**src/logic/pb_pkg.sv**
```systemverilog
// Purpose: Constants for the power button and power state interrupt block
// Assumes: 50 MHz system clock, APB register access, one word per register
// Notes: Register indices are word indices; byte address is four times one
package pb_pkg;

    localparam int CLK_HZ = 50_000_000;
    // Hold timeout unit, in seconds, and its cycle count
    localparam int HOLD_UNIT_S = 1;
    localparam int HOLD_UNIT_CYCLES = HOLD_UNIT_S * CLK_HZ;
    // Debounce settle time, in milliseconds, and its cycle count
    localparam int DEBOUNCE_MS = 10;
    localparam int DEBOUNCE_CYCLES = DEBOUNCE_MS * (CLK_HZ / 1000);

    // Register word indices
    localparam logic [14:0] IDX_CTRL = 15'h4005;
    localparam logic [14:0] IDX_SEC = 15'h4007;
    localparam logic [14:0] IDX_OFFSRC = 15'h4009;
    localparam logic [14:0] IDX_STAT1 = 15'h4011;
    localparam logic [14:0] IDX_STAT2 = 15'h4012;
    localparam logic [14:0] IDX_MASK1 = 15'h4019;
    localparam logic [14:0] IDX_MASK2 = 15'h401a;

    // Field positions
    localparam int CTRL_TO_LSB = 0;
    localparam int CTRL_STS_BIT = 3;
    localparam int CTRL_PRI_LSB = 4;
    localparam int CTRL_SEC_LSB = 8;
    localparam int BTN_FLAG_BIT = 12;
    localparam int POR_BIT = 2;
    localparam int SLPOFF_BIT = 1;
    localparam int ONWAKE_BIT = 0;
    localparam int OFFSRC_BTN_BIT = 4;

    // Reset values
    localparam logic [1:0] TO_RST = 2'h0;
    localparam logic [1:0] PRI_RST = 2'h0;
    localparam logic [1:0] SEC_RST = 2'h1;
    localparam logic BTN_MASK_RST = 1'b1;
    localparam logic [2:0] PS_MASK_RST = 3'h7;

    // Action codes; code 0 means ignore (primary) or interrupt (secondary)
    localparam logic [1:0] ACT_ZERO = 2'h0;
    localparam logic [1:0] ACT_ON = 2'h1;
    localparam logic [1:0] ACT_OFF = 2'h2;

    // Security unlock value; arbitrary
    localparam logic [15:0] UNLOCK_CODE = 16'h9e4b;

    typedef enum logic [3:0] {
        HOLD_IDLE = 4'h1,
        HOLD_PRI = 4'h2,
        HOLD_SEC = 4'h4,
        HOLD_TER = 4'h8
    } pb_hold_t;

endpackage

```
**src/logic/pb_power_button.sv**
```systemverilog
// Purpose: Power button actions, power state flags and APB registers
// Assumes: Button and state inputs are synchronous to clk_sys
// Notes: APB answers with one wait state; all outputs are registered
`timescale 1ns/1ns
module pb_power_button
    import pb_pkg::*;
#(
    parameter int ONE_SEC_CYCLES = HOLD_UNIT_CYCLES,
    parameter int DEB_CYCLES = DEBOUNCE_CYCLES
)
(
    input wire logic clk_sys,
    input wire logic rst_n,
    input wire logic psel,
    input wire logic penable,
    input wire logic pwrite,
    input wire logic [16:0] paddr,
    input wire logic [31:0] pwdata,
    output logic [31:0] prdata,
    output logic pready,
    output logic pslverr,
    input wire logic button_n,
    input wire logic state_on,
    input wire logic state_sleep,
    input wire logic state_off,
    input wire logic por_event,
    output logic on_req,
    output logic off_req,
    output logic power_state_irq,
    output logic button_irq,
    output logic gpio_on_ind,
    output logic gpio_sleep_ind
);

    logic [31:0] deb_cnt_q;
    logic btn_db_q;
    logic btn_raw_q;
    logic [31:0] pre_cnt_q;
    logic [4:0] sec_cnt_q;
    pb_hold_t hold_q;
    logic [1:0] timeout_q;
    logic [1:0] button_primary_action;
    logic [1:0] button_secondary_action;
    logic unlocked_q;
    logic button_edge_flag;
    logic button_edge_mask;
    logic por_event_flag;
    logic sleep_off_event_flag;
    logic on_wake_event_flag;
    logic por_event_mask;
    logic sleep_off_event_mask;
    logic on_wake_event_mask;
    logic on_prev_q;
    logic slpoff_prev_q;
    logic off_prev_q;
    logic por_prev_q;
    logic btn_off_pend_q;
    logic offsrc_btn_q;
    logic on_req_q;
    logic off_req_q;
    logic ps_irq_q;
    logic btn_irq_q;
    logic gpio_on_q;
    logic gpio_sleep_q;
    logic pready_q;
    logic pslverr_q;
    logic [31:0] prdata_q;

    logic [14:0] idx;
    logic access;
    logic wr_en;
    logic hit_ctrl;
    logic hit_stat1;
    logic hit_stat2;
    logic mapped;
    logic press;
    logic release_ev;
    logic sec_tick;
    logic [4:0] period;
    logic sec_fire;
    logic ter_fire;
    logic on_d;
    logic off_d;
    logic sec_irq_d;
    logic [31:0] rd_val;

    assign idx = paddr[16:2];
    assign access = psel & penable;
    assign wr_en = access & pready_q & pwrite;
    assign hit_ctrl = idx == IDX_CTRL;
    assign hit_stat1 = idx == IDX_STAT1;
    assign hit_stat2 = idx == IDX_STAT2;
    assign mapped = (paddr[1:0] == 2'h0) &&
        (hit_ctrl || hit_stat1 || hit_stat2 || idx == IDX_SEC ||
         idx == IDX_OFFSRC || idx == IDX_MASK1 || idx == IDX_MASK2);

    // Debounce: the raw level must hold steady for the full settle time
    always_ff @(posedge clk_sys)
    begin
        if (!rst_n)
        begin
            btn_raw_q <= 1'b1;
            btn_db_q <= 1'b1;
            deb_cnt_q <= 32'h0;
        end
        else
        begin
            btn_raw_q <= button_n;
            if (btn_raw_q == btn_db_q)
                deb_cnt_q <= 32'h0;
            else if (deb_cnt_q == 32'(DEB_CYCLES - 1))
            begin
                btn_db_q <= btn_raw_q;
                deb_cnt_q <= 32'h0;
            end
            else
                deb_cnt_q <= deb_cnt_q + 32'h1;
        end
    end

    // Debounced low means pressed
    assign press = btn_db_q & ~btn_raw_q & (deb_cnt_q == 32'(DEB_CYCLES - 1));
    assign release_ev = ~btn_db_q & btn_raw_q &
        (deb_cnt_q == 32'(DEB_CYCLES - 1));

    assign sec_tick = pre_cnt_q == 32'(ONE_SEC_CYCLES - 1);
    assign period = 5'h1 << timeout_q;
    assign sec_fire = (hold_q == HOLD_PRI) && (sec_cnt_q == period);
    assign ter_fire = (hold_q == HOLD_SEC) &&
        (sec_cnt_q == 5'(period << 1));

    // Hold timer; restarts from zero at every press
    always_ff @(posedge clk_sys)
    begin
        if (!rst_n)
        begin
            hold_q <= HOLD_IDLE;
            pre_cnt_q <= 32'h0;
            sec_cnt_q <= 5'h0;
        end
        else if (press || release_ev)
        begin
            hold_q <= press ? HOLD_PRI : HOLD_IDLE;
            pre_cnt_q <= 32'h0;
            sec_cnt_q <= 5'h0;
        end
        else
        begin
            unique case (hold_q)
                HOLD_IDLE, HOLD_TER:
                begin
                    pre_cnt_q <= 32'h0;
                end
                HOLD_PRI, HOLD_SEC:
                begin
                    pre_cnt_q <= sec_tick ? 32'h0 : pre_cnt_q + 32'h1;
                    if (sec_tick)
                        sec_cnt_q <= sec_cnt_q + 5'h1;
                    if (sec_fire)
                        hold_q <= HOLD_SEC;
                    if (ter_fire)
                        hold_q <= HOLD_TER;
                end
            endcase
        end
    end

    // Request decode; code 11 falls through to no action
    always_comb
    begin
        on_d = 1'b0;
        off_d = 1'b0;
        sec_irq_d = 1'b0;
        if (press)
        begin
            on_d = button_primary_action == ACT_ON;
            off_d = button_primary_action == ACT_OFF;
        end
        if (sec_fire)
        begin
            sec_irq_d = button_secondary_action == ACT_ZERO;
            on_d = button_secondary_action == ACT_ON;
            off_d = button_secondary_action == ACT_OFF;
        end
        if (ter_fire)
            off_d = 1'b1;
    end

    always_ff @(posedge clk_sys)
    begin
        if (!rst_n)
        begin
            on_req_q <= 1'b0;
            off_req_q <= 1'b0;
        end
        else
        begin
            on_req_q <= on_d;
            off_req_q <= off_d;
        end
    end

    // Unlock and control fields
    always_ff @(posedge clk_sys)
    begin
        if (!rst_n)
        begin
            unlocked_q <= 1'b0;
            timeout_q <= TO_RST;
            button_primary_action <= PRI_RST;
            button_secondary_action <= SEC_RST;
        end
        else if (wr_en)
        begin
            if (idx == IDX_SEC)
                unlocked_q <= pwdata[15:0] == UNLOCK_CODE;
            if (hit_ctrl && unlocked_q)
            begin
                timeout_q <= pwdata[CTRL_TO_LSB +: 2];
                button_primary_action <= pwdata[CTRL_PRI_LSB +: 2];
                button_secondary_action <= pwdata[CTRL_SEC_LSB +: 2];
            end
        end
    end

    // Masks
    always_ff @(posedge clk_sys)
    begin
        if (!rst_n)
        begin
            button_edge_mask <= BTN_MASK_RST;
            {por_event_mask, sleep_off_event_mask, on_wake_event_mask}
                <= PS_MASK_RST;
        end
        else if (wr_en)
        begin
            if (idx == IDX_MASK1)
                button_edge_mask <= pwdata[BTN_FLAG_BIT];
            if (idx == IDX_MASK2)
            begin
                por_event_mask <= pwdata[POR_BIT];
                sleep_off_event_mask <= pwdata[SLPOFF_BIT];
                on_wake_event_mask <= pwdata[ONWAKE_BIT];
            end
        end
    end

    // Sticky flags; a set in the clearing cycle wins
    always_ff @(posedge clk_sys)
    begin
        if (!rst_n)
        begin
            on_prev_q <= 1'b0;
            slpoff_prev_q <= 1'b0;
            por_prev_q <= 1'b0;
            button_edge_flag <= 1'b0;
            por_event_flag <= 1'b0;
            sleep_off_event_flag <= 1'b0;
            on_wake_event_flag <= 1'b0;
        end
        else
        begin
            on_prev_q <= state_on;
            slpoff_prev_q <= state_sleep | state_off;
            por_prev_q <= por_event;
            if (press || release_ev || sec_irq_d)
                button_edge_flag <= 1'b1;
            else if (wr_en && hit_stat1 && pwdata[BTN_FLAG_BIT])
                button_edge_flag <= 1'b0;
            if (por_event && !por_prev_q)
                por_event_flag <= 1'b1;
            else if (wr_en && hit_stat2 && pwdata[POR_BIT])
                por_event_flag <= 1'b0;
            if ((state_sleep | state_off) && !slpoff_prev_q)
                sleep_off_event_flag <= 1'b1;
            else if (wr_en && hit_stat2 && pwdata[SLPOFF_BIT])
                sleep_off_event_flag <= 1'b0;
            if (state_on && !on_prev_q)
                on_wake_event_flag <= 1'b1;
            else if (wr_en && hit_stat2 && pwdata[ONWAKE_BIT])
                on_wake_event_flag <= 1'b0;
        end
    end

    // OFF source: pending button OFF is resolved at the next OFF entry
    always_ff @(posedge clk_sys)
    begin
        if (!rst_n)
        begin
            off_prev_q <= 1'b0;
            btn_off_pend_q <= 1'b0;
            offsrc_btn_q <= 1'b0;
        end
        else
        begin
            off_prev_q <= state_off;
            if (state_off && !off_prev_q)
            begin
                offsrc_btn_q <= btn_off_pend_q | off_req_q;
                btn_off_pend_q <= 1'b0;
            end
            else if (off_req_q)
                btn_off_pend_q <= 1'b1;
        end
    end

    // Interrupt and indicator outputs
    always_ff @(posedge clk_sys)
    begin
        if (!rst_n)
        begin
            ps_irq_q <= 1'b0;
            btn_irq_q <= 1'b0;
            gpio_on_q <= 1'b0;
            gpio_sleep_q <= 1'b0;
        end
        else
        begin
            ps_irq_q <= (por_event_flag & ~por_event_mask) |
                (sleep_off_event_flag & ~sleep_off_event_mask) |
                (on_wake_event_flag & ~on_wake_event_mask);
            btn_irq_q <= button_edge_flag & ~button_edge_mask;
            gpio_on_q <= state_on;
            gpio_sleep_q <= state_sleep;
        end
    end

    always_comb
    begin
        rd_val = 32'h0;
        if (hit_ctrl)
        begin
            rd_val[CTRL_TO_LSB +: 2] = timeout_q;
            rd_val[CTRL_STS_BIT] = btn_db_q;
            rd_val[CTRL_PRI_LSB +: 2] = button_primary_action;
            rd_val[CTRL_SEC_LSB +: 2] = button_secondary_action;
        end
        else if (idx == IDX_SEC)
            rd_val[0] = unlocked_q;
        else if (idx == IDX_OFFSRC)
            rd_val[OFFSRC_BTN_BIT] = offsrc_btn_q;
        else if (hit_stat1)
            rd_val[BTN_FLAG_BIT] = button_edge_flag;
        else if (hit_stat2)
        begin
            rd_val[POR_BIT] = por_event_flag;
            rd_val[SLPOFF_BIT] = sleep_off_event_flag;
            rd_val[ONWAKE_BIT] = on_wake_event_flag;
        end
        else if (idx == IDX_MASK1)
            rd_val[BTN_FLAG_BIT] = button_edge_mask;
        else if (idx == IDX_MASK2)
        begin
            rd_val[POR_BIT] = por_event_mask;
            rd_val[SLPOFF_BIT] = sleep_off_event_mask;
            rd_val[ONWAKE_BIT] = on_wake_event_mask;
        end
    end

    // APB: one wait state, so read data and error come from flops
    always_ff @(posedge clk_sys)
    begin
        if (!rst_n)
        begin
            pready_q <= 1'b0;
            pslverr_q <= 1'b0;
            prdata_q <= 32'h0;
        end
        else
        begin
            pready_q <= access & ~pready_q;
            pslverr_q <= access & ~pready_q & ~mapped;
            if (access && !pready_q && !pwrite && mapped)
                prdata_q <= rd_val;
            else if (access && !pready_q)
                prdata_q <= 32'h0;
        end
    end

    assign prdata = prdata_q;
    assign pready = pready_q;
    assign pslverr = pslverr_q;
    assign on_req = on_req_q;
    assign off_req = off_req_q;
    assign power_state_irq = ps_irq_q;
    assign button_irq = btn_irq_q;
    assign gpio_on_ind = gpio_on_q;
    assign gpio_sleep_ind = gpio_sleep_q;

endmodule

```
**config.mk**
```make
export PLATFORM = sky130hd
export DESIGN_NAME = pb_power_button
export DESIGN_NICKNAME = d
export VERILOG_FILES = /design/src/logic/pb_pkg.sv /design/src/logic/pb_power_button.sv
export SDC_FILE = /design/constraint.sdc
export NUM_CORES = 1
export LEC_CHECK = 0
export ABC_AREA = 1
export BUFFER_PORTS_ARGS = -buffer_cell sky130_fd_sc_hd__buf_2
export CORE_UTILIZATION = 35
export DETAILED_ROUTE_END_ITERATION = 7
export GPL_ROUTABILITY_DRIVEN = 0
export HOLD_SLACK_MARGIN = 0.1
export SLEW_MARGIN = 15
export SYNTH_ARGS = -nofsm -noshare
export SYNTH_HDL_FRONTEND = slang
export SYNTH_SLANG_ARGS = --single-unit
export TNS_END_PERCENT = 1
```
**constraint.sdc**
```tcl
create_clock -name clk_sys -period 2.4 [get_ports clk_sys]
set_input_delay 0 -clock clk_sys [delete_from_list [all_inputs] [get_ports clk_sys]]
set_output_delay 0 -clock clk_sys [all_outputs]
set_load 0.005 [all_outputs]
```
==> results by group <==
Detailed routing
  • Wirelength per Cell: 11.9 um
  • Final ANT Viol Nets: 0
  • Via count: 5634
  • Initial DRT Pass Iterations: 5
  • First DRT Iteration DRCs: 272
  • Drt drc: 0
  • DR vias/cell: 4.70
  • Wirelength, routed: 14200 um

GRT
  • Global-route wire length before repair: 23500 um
  • Vias in the first global route: 4926
  • Gr ovfl total: 0
  • Initial antenna violation count: 0
  • Total track usage: 16.1%
  • Largest net degree at the start of global routing: 33

Cells and area
  • Final core utilization: 42.3%
  • Area Growth Syn to Fin: 16.3%
  • Fillers: 1788
  • Final nets: 1038
  • Share of cells above drive strength 1: 13.0%
  • Fin cells: 1199
  • Antenna Diode Count: 0

Yosys
  • FF+latch count, synth: 112
  • Most frequent cells after synthesis: nand2_1, nor2_1, inv_1
  • Post-synth top area share: 36.6%
  • Cell accounting for the most synthesized area: dfxtp_1
  • Area contributors post-synth: dfxtp_1, nand2_1, nor2_1
  • Yosys warning count: 0
  • Most frequent cell after synthesis: nand2_1
  • Sequential area share after synthesis: 36.6%
  • Mapped Area: 6120 um2
  • Ys flop type: dfxtp_1
  • Ys async rst share: 0%
  • Synth cell types: 40
  • Syn Inst Count: 886
  • Mean Syn Cell Area: 6.91 um2
  • Post-synth EDFFs: 0

Timing
  • Worst-Margin Slew: 0.596 ns
  • # setup viols final: 0
  • Fmax: 477 MHz
  • Clock Skews: 0.00981 ns
  • Tmin final: 2.10 ns
  • Max-slew violation count: 0
  • Period utilization: 87.3%
  • RSZ-0062 raised after global routing: no
  • Sum Neg Setup Slack: 0 ns
  • Relative slew slack: 60.0%
  • Fin. Hold Viols: 0

Power and ir drop
  • Power per Cell Area: 495 nW/um2
  • Leakage power: 2.61 nW
  • Net Sw Frac: 23.7%
  • Reg power frac: 53.4%
  • Logic pwr share: 4.5%
  • Clock power share: 42.1%
  • Psw: 0.000833 W
  • Internal: 0.00269 W
  • Worst vdd ir: 0.321 mV

Setup path
  • Startpoint Class: input port
  • Crit path capture type: flop
  • Crit Path Max Fanout: 9
  • Arr. time, crit path: 2.40 ns
  • WS Path Type: input port to flop
  • Worst Path Required: 2.70 ns

Hold path
  • HP Class: input port to flop

Placement
  • Placed insts: 1156
  • DP Wirelength: 10400 um
  • PortBufs: 59

Die
  • Core area: 16800 um2
  • Initial Utilization: 36.4%
  • Die W: 134 um
  • Die outline area: 18000 um2
  • Die height: 134 um
  • Row count: 47
  • Io pins: 99

Clock tree
  • TritonCTS Buffers: 9
  • Clock slew at reported path FFs: 0.08 ns
  • Clk root buf: clkbuf_16
  • CTS tree: yes
  • Setup repair bufs after CTS: 0
  • H-tree levels: 3
  • Clk buf depth: 2
  • Worst-Skew Late Latency: 0.36 ns
  • # clock sinks: 112

Job
  • Max Cap Viol: 0

Status
  • Status: completed
## layer usage
layer	vias to the layer above	GRT usage, %	wire length, um
li1	3000	-	-
met1	2510	22.0	7200
met2	105	25.2	6300
met3	19	3.06	475
met4	0	5.62	244
met5	-	0	0
## power by group through the flow
stage / Clock [W] / Sequential (W) / Combinational [W]
after CTS: 0.00154 / 0.00188 / 0.000157
after global routing: 0.00162 / 0.00188 / 0.000179
after global placement: 0 / 0.00192 / 0.000130
after detailed placement: 0 / 0.00192 / 0.000131
after floorplan: 0 / 0.00192 / 0.0000950
final: 0.00148 / 0.00188 / 0.000158
## area by class of cell
| class | instances | area [um2] | share of cell area [%] |
|---|---|---|---|
| sequential | 112 | 2240 | 31.5 |
| clock buffer | 10 | 239 | 3.36 |
| timing repair buffer | 91 | 603 | 8.48 |
| multi-input combinational | 631 | 3220 | 45.3 |
| clock inverter | 6 | 51.3 | 0.721 |
| tap | 220 | 275 | 3.87 |
| inverter | 129 | 484 | 6.81 |
## registers in the layout, summed over array words and instances, names as in the netlist, 2 cells and up
signal	cells
button_secondary_action	2
button_primary_action	2
timeout_q	2
hold_q	4
prdata	9
pre_cnt_q	32
deb_cnt_q	32
sec_cnt_q	5
## worst paths after layout
kind	startpoint	endpoint	cells past startpoint	slack, ns
hold reg to reg	slpoff_prev_q	sleep_off_event_flag	1	0.42
setup / recovery	penable	prdata[12]	11	0.30
hold / removal	paddr[4]	button_edge_mask	6	0.23
setup reg to reg	deb_cnt_q[0]	pre_cnt_q[29]	10	0.36
## cells by family after synthesis
kind of cell / synth area share [%]
simple gates: 37.2
compound gates: 8.32
fa+ha+maj: 1.02
xor+xnor: 4.58
other cells: 0.0613
flops: 36.6
buf+inv: 12.1
## per-stage QoR
stage                     hold WS [ns]  total power (W)  worst slack [ns]  cell area [um2]
after floorplan                  0.107          0.00202             0.738             6200
after global placement           0.206          0.00205             0.419             6550
after detailed placement         0.209          0.00205             0.360             6550
after CTS                        0.205          0.00357             0.207             7110
after global routing             0.272          0.00367             0.117             7110
final                            0.226          0.00352             0.305             7110
## layout by cell type, fill, tap and decap left out, drive strengths merged
cell type	synthesis	final
a211oi	1	1
a21oi	56	56
a31oi	4	4
and2	1	1
and3	1	1
buf	31	64
clkbuf	5	10
clkinv	1	2
clkinvlp	0	3
conb	1	23
dfxtp	112	112
dlygate4sd3	0	27
ha	5	5
inv	128	130
nand2	170	170
nand3	51	51
nand4	41	41
nor2	138	138
nor3	44	44
nor3b	4	4
nor4	13	13
o211ai	4	4
o21ai	28	28
o21bai	1	1
o221ai	1	1
o22ai	1	1
or2	12	12
xnor2	7	7
xor2	25	25
## repair_timing
item | 4_1_cts | 5_1_grt
gates resized for setup | 0 | 1
setup endpoints to repair | 0 | 2
hold buffers | 27 | 0
endpoints found under the hold margin | 33 | 0
## worst max-delay path, cell delays in order
cell and delay, ns:
dlygate4sd3_1 0.53, buf_2 0.10, nand2_1 0.05, dlygate4sd3_1 0.57, nor2_2 0.14, clkinv_1 0.26, nor2_2 0.35, nand4_1 0.16
nor2_1 0.12, nor2_1 0.05, nor2_1 0.07
(Power assumes the default switching activity.)
